`config.mk`:
```
export PLATFORM = sky130hd
export DESIGN_NAME = wwdt_top
export DESIGN_NICKNAME = d
export VERILOG_FILES = /design/src/design/wwdt_pkg.sv /design/src/design/wwdt_sync.sv /design/src/design/wwdt_top.sv
export VERILOG_INCLUDE_DIRS = /design/src /design/src/design
export SDC_FILE = /design/constraint.sdc
export NUM_CORES = 1
export LEC_CHECK = 0
export ABC_AREA = 0
export BUFFER_PORTS_ARGS = -buffer_cell sky130_fd_sc_hd__buf_4
export CAP_MARGIN = 5
export CELL_PAD_IN_SITES_DETAIL_PLACEMENT = 0
export CELL_PAD_IN_SITES_GLOBAL_PLACEMENT = 1
export CORE_ASPECT_RATIO = 1.25
export CORE_MARGIN = 4
export CORE_UTILIZATION = 40
export CTS_BUF_LIST = sky130_fd_sc_hd__clkbuf_2 sky130_fd_sc_hd__clkbuf_4 sky130_fd_sc_hd__clkbuf_8
export DETAILED_ROUTE_END_ITERATION = 10
export PLACE_DENSITY_LB_ADDON = 0.1
export SLEW_MARGIN = 10
export SYNTH_ARGS = -nofsm -noshare
export SYNTH_HDL_FRONTEND = slang
export SYNTH_SLANG_ARGS = --single-unit
```
`constraint.sdc`:
```
create_clock -name clk -period 7.33 [get_ports clk]
set_clock_uncertainty 0.15 [all_clocks]
set_input_delay 0.3665 -clock clk [delete_from_list [all_inputs] [get_ports clk]]
set_output_delay 0.3665 -clock clk [all_outputs]
set_load 0.01 [all_outputs]
```
`src/design/wwdt_consts.svh`:
```
// constant values for the windowed watchdog
`ifndef WWDT_CONSTS_SVH
`define WWDT_CONSTS_SVH

`define WWDT_RESTART_ADDR 16'hFF9B
`define WWDT_CFG_ADDR 16'h0080
`define WWDT_KEY 8'hAC
`define WWDT_RST_EN 8'h9A
`define WWDT_RST_DIS 8'h1A
`define WWDT_LOCK_BIT 0
`define WWDT_SEL_LSB 1
`define WWDT_EN_BIT 4
`define WWDT_WIN_LSB 5
`define WWDT_OVF_BASE 10
`define WWDT_CNT_W 18
`define WWDT_EXEMPT_LO 16'hFB00
`define WWDT_CAUSE_BIT 4
`define WWDT_CLK_PERIOD_NS 10

`endif

```
`src/design/wwdt_pkg.sv`:
```
// types shared by the windowed watchdog files
package wwdt_pkg;

    typedef struct packed {
        logic wr_en;
        logic rd_en;
        logic bit_op;
        logic [15:0] addr;
        logic [7:0] wdata;
    } wwdt_bus_type;

    typedef struct packed {
        logic [15:0] rom_top;
        logic [15:0] xram_bot;
        logic [15:0] xram_top;
        logic [15:0] iram_bot;
    } wwdt_map_type;

    typedef struct packed {
        logic overflow;
        logic bad_key;
        logic bit_access;
        logic closed_write;
        logic bad_fetch;
        logic bad_data;
    } wwdt_cause_type;

    typedef enum logic [2:0] {
        WWDT_IDLE = 3'b001,
        WWDT_RUN = 3'b010,
        WWDT_TRIP = 3'b100
    } wwdt_state_type;

endpackage : wwdt_pkg

```
`src/design/wwdt_sync.sv`:
```
// two-stage synchroniser for levels entering the clk domain
`timescale 1ns/1ps
module wwdt_sync #(
    parameter int WIDTH = 1
) (
    // clock and reset
    input wire logic clk,
    input wire logic srst,
    // levels
    input wire logic [WIDTH-1:0] async_in,
    output logic [WIDTH-1:0] sync_out
);
    logic [WIDTH-1:0] meta_ff;
    logic [WIDTH-1:0] sync_ff;

    always_ff @(posedge clk) begin
        if (srst) begin
            // reset high: a pin already high after reset is not taken as a rising edge
            meta_ff <= '1;
            sync_ff <= '1;
        end else begin
            meta_ff <= async_in;
            sync_ff <= meta_ff;
        end
    end

    assign sync_out = sync_ff;

endmodule : wwdt_sync

```
`src/design/wwdt_top.sv`:
```
// windowed watchdog timer on the slow oscillator
`timescale 1ns/1ps
`include "wwdt_consts.svh"
module wwdt_top (
    // clock and reset
    input wire logic clk,
    input wire logic srst,
    // nonvolatile configuration byte
    input wire logic [7:0] option_cfg,
    // slow oscillator clock pin and its stop bit
    input wire logic slow_osc_clk,
    input wire logic slow_osc_stop_bit,
    // cpu power states
    input wire logic cpu_halt,
    input wire logic cpu_stop,
    // register access from the cpu
    input wire wwdt_pkg::wwdt_bus_type cpu_bus,
    output logic [7:0] rd_data,
    output logic rd_valid,
    // memory access monitor
    input wire wwdt_pkg::wwdt_map_type mem_map,
    input wire logic fetch_valid,
    input wire logic [15:0] fetch_addr,
    input wire logic data_valid,
    input wire logic [15:0] data_addr,
    // reset controller side
    input wire logic cause_clr,
    output logic wdt_reset_req,
    output logic wd_reset_cause_flag,
    output wwdt_pkg::wwdt_cause_type trip_cause,
    output logic [7:0] reset_cause_bits,
    output logic counting
);
    import wwdt_pkg::*;

    localparam int CW = `WWDT_CNT_W;

    // configuration caught at reset
    logic [7:0] cfg_ff;
    logic count_enable_cfg;
    logic slow_osc_lock_cfg;
    logic overflow_sel_b2;
    logic overflow_sel_b1;
    logic overflow_sel_b0;
    logic open_frac_b1;
    logic open_frac_b0;
    logic [2:0] ovf_sel;
    logic [1:0] open_sel;

    // slow clock edge detection
    logic slow_sync;
    logic slow_prev_ff;
    logic slow_tick;
    logic frozen;
    logic run_tick;

    // counter and window
    wwdt_state_type state_ff;
    wwdt_state_type nxt_state;
    logic [CW-1:0] cnt_ff;
    logic [CW-1:0] nxt_cnt;
    logic [CW-1:0] period;
    logic [CW-1:0] ovf_last;
    logic [CW-1:0] quarter;
    logic [CW-1:0] close_end;
    logic window_open;
    logic first_done_ff;
    logic nxt_first_done;

    // pending restart writes
    logic restart_wr;
    logic write_bad;
    logic pend_ff;
    logic pend_bad_ff;
    logic pend_bit_ff;
    logic consume;

    // trip sources
    logic detect_en;
    logic fetch_legal;
    logic data_legal;
    logic fetch_trip;
    logic data_trip;
    wwdt_cause_type slow_cause;
    wwdt_cause_type fast_cause;
    wwdt_cause_type all_cause;
    logic trip;

    // registered outputs
    logic [7:0] rd_data_ff;
    logic rd_valid_ff;
    logic reset_req_ff;
    logic cause_flag_ff;
    wwdt_cause_type cause_ff;

    // nonvolatile byte is sampled while reset is held
    always_ff @(posedge clk) begin
        if (srst) begin
            cfg_ff <= option_cfg;
        end
    end

    assign count_enable_cfg = cfg_ff[`WWDT_EN_BIT];
    assign slow_osc_lock_cfg = cfg_ff[`WWDT_LOCK_BIT];
    assign overflow_sel_b0 = cfg_ff[`WWDT_SEL_LSB];
    assign overflow_sel_b1 = cfg_ff[`WWDT_SEL_LSB+1];
    assign overflow_sel_b2 = cfg_ff[`WWDT_SEL_LSB+2];
    assign open_frac_b0 = cfg_ff[`WWDT_WIN_LSB];
    assign open_frac_b1 = cfg_ff[`WWDT_WIN_LSB+1];
    assign ovf_sel = {overflow_sel_b2, overflow_sel_b1, overflow_sel_b0};
    assign open_sel = {open_frac_b1, open_frac_b0};

    // slow oscillator pin enters through two flops
    wwdt_sync #(
        .WIDTH(1)
    ) u_slow_sync (
        .clk(clk),
        .srst(srst),
        .async_in(slow_osc_clk),
        .sync_out(slow_sync)
    );

    always_ff @(posedge clk) begin
        if (srst) begin
            // matches the synchroniser reset level, so no false tick follows reset
            slow_prev_ff <= 1'b1;
        end else begin
            slow_prev_ff <= slow_sync;
        end
    end

    // one enable pulse per slow oscillator rising edge
    assign slow_tick = slow_sync & ~slow_prev_ff;

    // halt, stop or oscillator stop only freeze when the lock bit is low
    assign frozen = ~slow_osc_lock_cfg & (cpu_halt | cpu_stop | slow_osc_stop_bit);

    // no flash programming input: self-programming never stops the count
    assign run_tick = slow_tick & ~frozen;

    // overflow period and window boundary
    always_comb begin
        period = CW'(1) << (`WWDT_OVF_BASE + ovf_sel);
        ovf_last = period - CW'(1);
        quarter = period >> 2;
        case (open_sel)
            2'b00: begin
                close_end = period - quarter;
            end
            2'b01: begin
                close_end = quarter << 1;
            end
            2'b10: begin
                close_end = quarter;
            end
            default: begin
                close_end = '0;
            end
        endcase
    end

    // closed from zero up to the boundary, open from there to overflow
    assign window_open = (cnt_ff >= close_end);

    // restart register writes from the cpu
    assign restart_wr = cpu_bus.wr_en & (cpu_bus.addr == `WWDT_RESTART_ADDR);
    assign write_bad = cpu_bus.bit_op | (cpu_bus.wdata != `WWDT_KEY);

    // a write waits here until the next running slow tick takes it
    assign consume = run_tick & (state_ff == WWDT_RUN) & pend_ff;

    always_ff @(posedge clk) begin
        if (srst) begin
            pend_ff <= 1'b0;
            pend_bad_ff <= 1'b0;
            pend_bit_ff <= 1'b0;
        end else begin
            // a write landing in the consume cycle is kept for the next tick
            pend_ff <= (pend_ff & ~consume) | restart_wr;
            pend_bad_ff <= (pend_bad_ff & ~consume) | (restart_wr & write_bad);
            pend_bit_ff <= (pend_bit_ff & ~consume) | (restart_wr & cpu_bus.bit_op);
        end
    end

    // counter sequencing in the slow domain
    always_comb begin
        nxt_state = state_ff;
        nxt_cnt = cnt_ff;
        nxt_first_done = first_done_ff;
        slow_cause = '0;
        case (state_ff)
            WWDT_IDLE: begin
                if (count_enable_cfg) begin
                    nxt_state = WWDT_RUN;
                end
            end
            WWDT_RUN: begin
                if (run_tick) begin
                    if (pend_ff) begin
                        // restart is checked before overflow so a late key wins
                        if (pend_bad_ff) begin
                            slow_cause.bad_key = ~pend_bit_ff | (pend_bad_ff & ~pend_bit_ff);
                            slow_cause.bit_access = pend_bit_ff;
                        end else if (first_done_ff & ~window_open) begin
                            slow_cause.closed_write = 1'b1;
                        end else begin
                            // restart waits for a synced tick, so the period may shift by up to one tick
                            nxt_cnt = '0;
                            nxt_first_done = 1'b1;
                        end
                    end else if (cnt_ff == ovf_last) begin
                        slow_cause.overflow = 1'b1;
                    end else begin
                        nxt_cnt = cnt_ff + CW'(1);
                    end
                end
            end
            WWDT_TRIP: begin
                nxt_state = WWDT_TRIP;
            end
            default: begin
                nxt_state = WWDT_IDLE;
            end
        endcase
        if (trip) begin
            nxt_state = WWDT_TRIP;
        end
    end

    always_ff @(posedge clk) begin
        if (srst) begin
            state_ff <= WWDT_IDLE;
            cnt_ff <= '0;
            first_done_ff <= 1'b0;
        end else begin
            state_ff <= nxt_state;
            cnt_ff <= nxt_cnt;
            first_done_ff <= nxt_first_done;
        end
    end

    // illegal access checks run on the cpu clock, no waiting for a tick
    assign detect_en = count_enable_cfg & (state_ff == WWDT_RUN);

    assign fetch_legal = (fetch_addr <= mem_map.rom_top)
        | ((fetch_addr >= mem_map.xram_bot) & (fetch_addr <= mem_map.xram_top))
        | (fetch_addr >= mem_map.iram_bot);

    assign data_legal = (data_addr <= mem_map.rom_top)
        | ((data_addr >= mem_map.xram_bot) & (data_addr <= mem_map.xram_top))
        | (data_addr >= mem_map.iram_bot)
        | (data_addr >= `WWDT_EXEMPT_LO);

    assign fetch_trip = detect_en & fetch_valid & ~fetch_legal;
    assign data_trip = detect_en & data_valid & ~data_legal;

    always_comb begin
        fast_cause = '0;
        fast_cause.bad_fetch = fetch_trip;
        fast_cause.bad_data = data_trip;
    end

    assign all_cause = slow_cause | fast_cause;
    assign trip = (state_ff == WWDT_RUN) & (|all_cause);

    // reset request pulse and the reason behind it
    always_ff @(posedge clk) begin
        if (srst) begin
            reset_req_ff <= 1'b0;
            cause_ff <= '0;
        end else begin
            reset_req_ff <= trip;
            if (trip) begin
                cause_ff <= all_cause;
            end
        end
    end

    // cause flag: a new trip wins over a clear in the same cycle
    always_ff @(posedge clk) begin
        if (srst) begin
            cause_flag_ff <= 1'b0;
        end else begin
            cause_flag_ff <= (cause_flag_ff & ~cause_clr) | trip;
        end
    end

    // reads show the reset value, never what was written
    always_ff @(posedge clk) begin
        if (srst) begin
            rd_data_ff <= 8'h00;
            rd_valid_ff <= 1'b0;
        end else begin
            rd_valid_ff <= 1'b0;
            if (cpu_bus.rd_en & (cpu_bus.addr == `WWDT_RESTART_ADDR)) begin
                rd_data_ff <= count_enable_cfg ? `WWDT_RST_EN : `WWDT_RST_DIS;
                rd_valid_ff <= 1'b1;
            end else if (cpu_bus.rd_en & (cpu_bus.addr == `WWDT_CFG_ADDR)) begin
                rd_data_ff <= cfg_ff;
                rd_valid_ff <= 1'b1;
            end
        end
    end

    assign rd_data = rd_data_ff;
    assign rd_valid = rd_valid_ff;
    assign wdt_reset_req = reset_req_ff;
    assign wd_reset_cause_flag = cause_flag_ff;
    assign trip_cause = cause_ff;
    assign counting = (state_ff == WWDT_RUN) & ~frozen;

    always_comb begin
        reset_cause_bits = 8'h00;
        reset_cause_bits[`WWDT_CAUSE_BIT] = cause_flag_ff;
    end

endmodule : wwdt_top

```
== Yosys cells after proc, flatten, opt, wreduce, memory -nomap -nowiden ==
Cells that the tools add are included.
Storage, ports and cells
  register bits after elaboration: 53
  output and inout port bits: 26
  word-level logic and storage cells: 131
Cells by class
  add/subtract/negate cells: 4
  $lt $le $gt $ge: 10
  equality and inequality tests: 15
  shifts and indexed selects: 1
  mux-type cells: 21
  bitwise gates (word level): 51
  reductions and logical operators: 8
Operator list (count)
  $mux W18: 4
  $ge A16 B16 Y1: 4
  $le A16 B16 Y1: 4
  $pmux W18 S3: 1
  $and A1 B1 Y1: 25
  $mux W8: 3
  $add A18 B1 Y18 const B: 1
  $eq A18 B18 Y1: 1
  $ge A18 B18 Y1: 1
  $shl A1 B5 Y18 const A: 1
  $sub A18 B1 Y18 const B: 1
  $sub A18 B16 Y18: 1
  $eq A16 B16 Y1 const B: 1
  $eq A16 B8 Y1 const B: 1
  $ge A16 B16 Y1 const B: 1
  $or A1 B1 Y1: 13
  $not A1 Y1: 12
  $ne A2 B2 Y1 const B: 5
  $reduce_and A5 Y1: 2
  $mux W3: 3
  $pmux W3 S3: 1
  $mux W4: 2
  $ne A8 B8 Y1 const B: 1
  $mux W1: 6
  other kinds (14): 15

== Longest topological paths before layout ==
  depth in word-level cells: 17
  gate-level depth with buffers: 24

== Hierarchy ==
From an unflattened synthesis, not the netlist that was laid out.
Unflattened totals
  cell total of the unflattened synthesis: 830
  area, all modules: 6835.3 µm²
By module, submodules not included
  wwdt_top: instances 1, cells each 826, area each 6782.8 µm², seq. area each 1101.1 µm²
  wwdt_sync: instances 1, cells each 4, area each 52.6 µm², seq. area each 40.0 µm²

== Worst setup path after synthesis ==
No wires, ideal clock.
  path type: flip-flop to flip-flop
  from: reg cfg_ff[2]
  to: reg cnt_ff[14]
  arrival time: 4601 ps
  required time: 7052 ps
  slack: 2452 ps
  cell stages (with the launch flop): 22
  path buffers: 2
  clock period less this slack: 4878 ps
  path through: edfxtp_1 > inv_1 > ha_1 > buf_4 > or3b_4 > nor2_1 > ha_1 > a31o_1 > a21oi_1 > o2111ai_1 > a211oi_1 > xnor2_1 > nand2_1 > ha_1 > nand4_1 > nor4_1 > a21oi_1 > a211oi_4 > buf_6 > nand3_2 > xor2_1 > nor2_1
On the way
  longest elaborated chain between the ends: 9
  elaborated cells on any way between the ends: 12
  classes of those cells: add/sub: 3; order compare: 1; eq/ne: 3; shift: 1; mux: 1; bitwise: 2; reduce/logical: 1
Ends and longest elaborated chain
  start: declaration: line wwdt_top.sv:39  | logic [7:0] cfg_ff;
  start signal: assignment: line wwdt_top.sv:99  | cfg_ff <= option_cfg;
  $add A4 B3 Y5 (no line) *
  $shl A1 B5 Y18 *: line wwdt_top.sv:143  | period = CW'(1) << (`WWDT_OVF_BASE + ovf_sel);
  $sub A18 B16 Y18: line wwdt_top.sv:148  | close_end = period - quarter;
  $pmux W18 S3: line wwdt_top.sv:146  | case (open_sel)
  $ge A18 B18 Y1: line wwdt_top.sv:163  | assign window_open = (cnt_ff >= close_end);
  $not A1 Y1: line wwdt_top.sv:204  | end else if (first_done_ff & ~window_open) begin
  $and A1 B1 Y1: line wwdt_top.sv:204
  $ne A2 B2 Y1 (no line)
  $reduce_and A5 Y1 (no line) *
  end signal: assignment: line wwdt_top.sv:237  | cnt_ff <= nxt_cnt;
  end: declaration: line wwdt_top.sv:60  | logic [CW-1:0] cnt_ff;
Every way passes the cells marked *; elsewhere a longest branch is shown, timed or not.
A chain may end at the register's enable or synchronous reset.

== Worst setup path in the final report ==
  from: reg cfg_ff[2]
  to: reg cnt_ff[17]
Same word-level chain as after synthesis.

==> results.md <==
* Outcome: completed
* Netlist Area Pre-Place at 0.00666 mm2
* Avg Cell Area, Syn at 8.35 um2
* Synth Flop Type: dfxtp_1
* Worst Setup SP: cfg_ff[2]
* Root Driver: clkbuf_8
* Leak Pwr at a little under 4 nW
* Worst-path clk slew at 0.09 ns
* Filler Cells Inserted at 1587
* Critical path type: flip-flop to flip-flop
* Die height at approximately 150 um
* Hold_buf cts at 0
* Post-route cell area at 0.00814 mm2
* Total track usage at 21.5%
* Vias in the first global route at a little under 7k
* Via Count at 6328
* Slew Limit Fails at 0
* Placed Area at 0.00805 mm2
* Number of synthesized flops with an enable pin at 8
* Clock Latency Late Sink at roughly 0.3 ns
* FF+latch area at approximately 0.0011 mm2
* Final hold violation count at 0
* First-pass GRT wire length at roughly 33000 um
* Routed WL at 20100 um
* HP Start: option_cfg[1]
* Die ar. at 0.0188 mm2
* Hold Crit Depth at 1
* Worst vdd ir at slightly above 80 uV
* PortBufs at 158
* Row count at between 50 and 60
* Critical path's most frequent cell: ha_1
* Sequential share of the synthesized area at between 15 and 20%
* Crit path launch type: flip-flop
* Tcrit/Tclk final at 78.7%
* Bufs on Longest Clock Path at 2
* Synth cell types at 73
* CP Buf/Inv Count at 1
* Finished Layout Cells at 1171
* Slew HR at 36.8%
* CP Data Required Time at about 7.4 ns
* CP endpoint kind: flip-flop
* Worst slew pin tran at 0.945 ns
* CTS tree: yes
* Placed cells at between 1k and 1.5k
* Worst reg2reg path startpoint: cfg_ff[2]
* Final ANT Viol Nets at 0
* Postcts setup bufs at 0
* Hold Crit Class: input pin to flip-flop
* Hold endpoint: cfg_ff[1]
* Antenna cells at 0
* TNS Setup at 0 ns
* I/O pins at approximately 170
* CTS Buf Count at 5
* Largest net degree at the start of global routing at 30
* CP peak stage delay at 0.84 ns
* CP max stage cell: a211oi_4
* Final core utilization at 50.0%
* Detailed Routing Iterations Pass 1 at 4
* Nets at 1262
* Final WS setup at about 1.6 ns
* Final RePlAce weighted congestion at between 0.9 and 1
* Core area at 0.0163 mm2
* Worst reg2reg path depth at 19
* Synthesis-to-layout area growth at 22.2%
* RSZ-0062 raised after global routing: no
* Initial Util at 40.9%
* Clock H-tree levels at 2
* Asr flop ratio synth at 0%
* Drt initial violations at 214
* Resized Gates After CTS at 0
* R2r setup slk at 1.56 ns
* Grt total ovfl at 0
* Area of the multi-input gates at 0.00514 mm2
* Hpwl dp at 17400 um
* Vias per cell at approximately 5.4
* Wire per inst at 17.2 um
* Seq cells post-synth at 53
* Max-cap violation count at 0
* Crit path max-delay family: compound AO/OA/AOI/OAI gates
* Syn Inst Count at approximately 800
* Final setup vio count at 0
* Initial antenna violation count at 0
* Worst-path cell chain: inv_1 > ha_1 > or3b_4 > nor2_1 > ha_1 > a31o_1 > a21oi_1 > o2111ai_1 > a211oi_1 > xnor2_1 > nand2_1 > ha_1 > nand4_1 > nor4_1 > a21oi_1 > a211oi_4 > nand4_1 > xor2_1 > nor2_1
* Synth warn at 0
* CP arrival at 5.79 ns
* Clock Sinks at 53
* Share of cells above drive strength 1 at 19.9%
* Max Clk Rate at 173 MHz
* P per Cell Area at 102 mW/mm2
* Worst slack at placement at 1.53 ns
* Width of the die at 123 um
* Worst flop-to-flop path endpoint: cnt_ff[17]
* Crit path time final at 5.77 ns
* Residual DRC count at 0
* CP Max Fanout at 18
## state kept, by name (all words and copies together) (netlist names)
name and cells:
wd_reset_cause_flag 1, first_done_ff 1, cfg_ff 8, u_slow_sync.sync_out 1, wdt_reset_req 1, rd_valid 1, trip_cause 6, cnt_ff 18
pend_bit_ff 1, pend_bad_ff 1, rd_data 8, slow_prev_ff 1, pend_ff 1, state_ff 3, u_slow_sync.meta_ff 1
## through the flow
step | total power [mW] | hold slack (ns)
after floorplan | 0.530 | 0.239
after global placement | 0.652 | 0.247
after detailed placement | 0.664 | 0.249
after CTS | 0.837 | 0.0661
after global routing | 0.896 | 0.0616
final | 0.829 | 0.0813
## layer usage
layer  wire length (um)  vias up  part of all wire [%]  global-route usage [%]
met1               7860     2946                    39                    24.2
li1                   -     3220                     -                       -
met4                635        0                   3.2                    7.60
met2              11100      124                    55                    41.4
met3                475       38                   2.4                    1.45
met5                  0        -                     0                       0
## cell usage in the layout (no fill, tap or decap), types with 6 or more instances in the layout
cell / count
a211oi_1: 14
a21o_1: 12
a21oi_1: 78
and3_1: 7
buf_4: 159
conb_1: 17
dfxtp_1: 45
edfxtp_1: 8
ha_1: 168
inv_1: 79
mux2i_1: 11
nand2_1: 39
nand2b_1: 9
nand3_1: 22
nand3_2: 7
nand4_1: 31
nor2_1: 53
nor2b_1: 9
nor3_1: 8
nor3b_1: 6
nor4_1: 9
o211ai_1: 10
o21a_1: 11
o21ai_0: 22
or3_1: 7
xnor2_1: 11
xor2_1: 23
## cell families after synthesis
family / share of synthesized area (%)
buffers and inverters: 6.46
XOR/XNOR: 4.47
other: 0.113
flip-flops: 17.1
AND/OR/NAND/NOR: 20.7
AO/OA/AOI/OAI: 17.7
adder cells (fa/ha/maj): 31.6
multiplexers: 1.82
## how the worst max path moves through the flow
stage	slack [ns]	cells past startpoint	end
final	1.56	19	cnt_ff[17]
after floorplan	2.45	21	cnt_ff[14]
after CTS	1.50	19	cnt_ff[17]
after detailed placement	1.53	19	cnt_ff[11]
after global placement	1.68	19	cnt_ff[17]
after global routing	1.02	20	cnt_ff[15]
## Yosys cell counts, drive strengths merged, types with 3 or more instances
library cell,number,share of area [%]
mux2i,11,1.7
nor2,53,3.0
nand2b,9,0.85
nor3,8,0.60
or3,7,0.66
a21o,12,1.4
nand2,40,2.3
nand4b,4,0.53
a21oi,79,6.0
nor3b,6,0.68
nor4,9,0.85
nor2b,9,0.85
o211ai,10,1.1
dfxtp,45,14
nand4,31,2.9
inv,79,4.5
xnor2,11,1.4
o2111ai,4,0.53
nand3,29,2.7
clkbuf,9,0.51
xor2,23,3.0
and2,5,0.47
or4,3,0.34
and3,7,0.66
and4,5,0.66
a31oi,4,0.38
ha,168,32
o21a,11,1.2
nor4b,3,0.85
or3b,4,0.56
a211oi,15,1.9
a311oi,3,0.58
edfxtp,8,3.6
buf,15,1.5
or2,3,0.28
o21ai,26,2.1
## final cells by class
type	count	area share [%]
Clock buffer	6	0.938
Timing Repair Buffer	159	14.7
Tap cell	216	3.32
Inverter	79	3.65
Multi-Input combinational cell	656	63.2
Clock inverter	2	0.169
Sequential cell	53	14.0
## where the power goes
group,internal (mW),switching [mW],leakage (nW)
Sequential,0.301,0.00957,0.442
Combinational,0.166,0.184,3.48
Clock,0.0720,0.0968,0.0490
Total,0.539,0.290,3.97
Note: power is estimated with default switching activity, not from simulation.
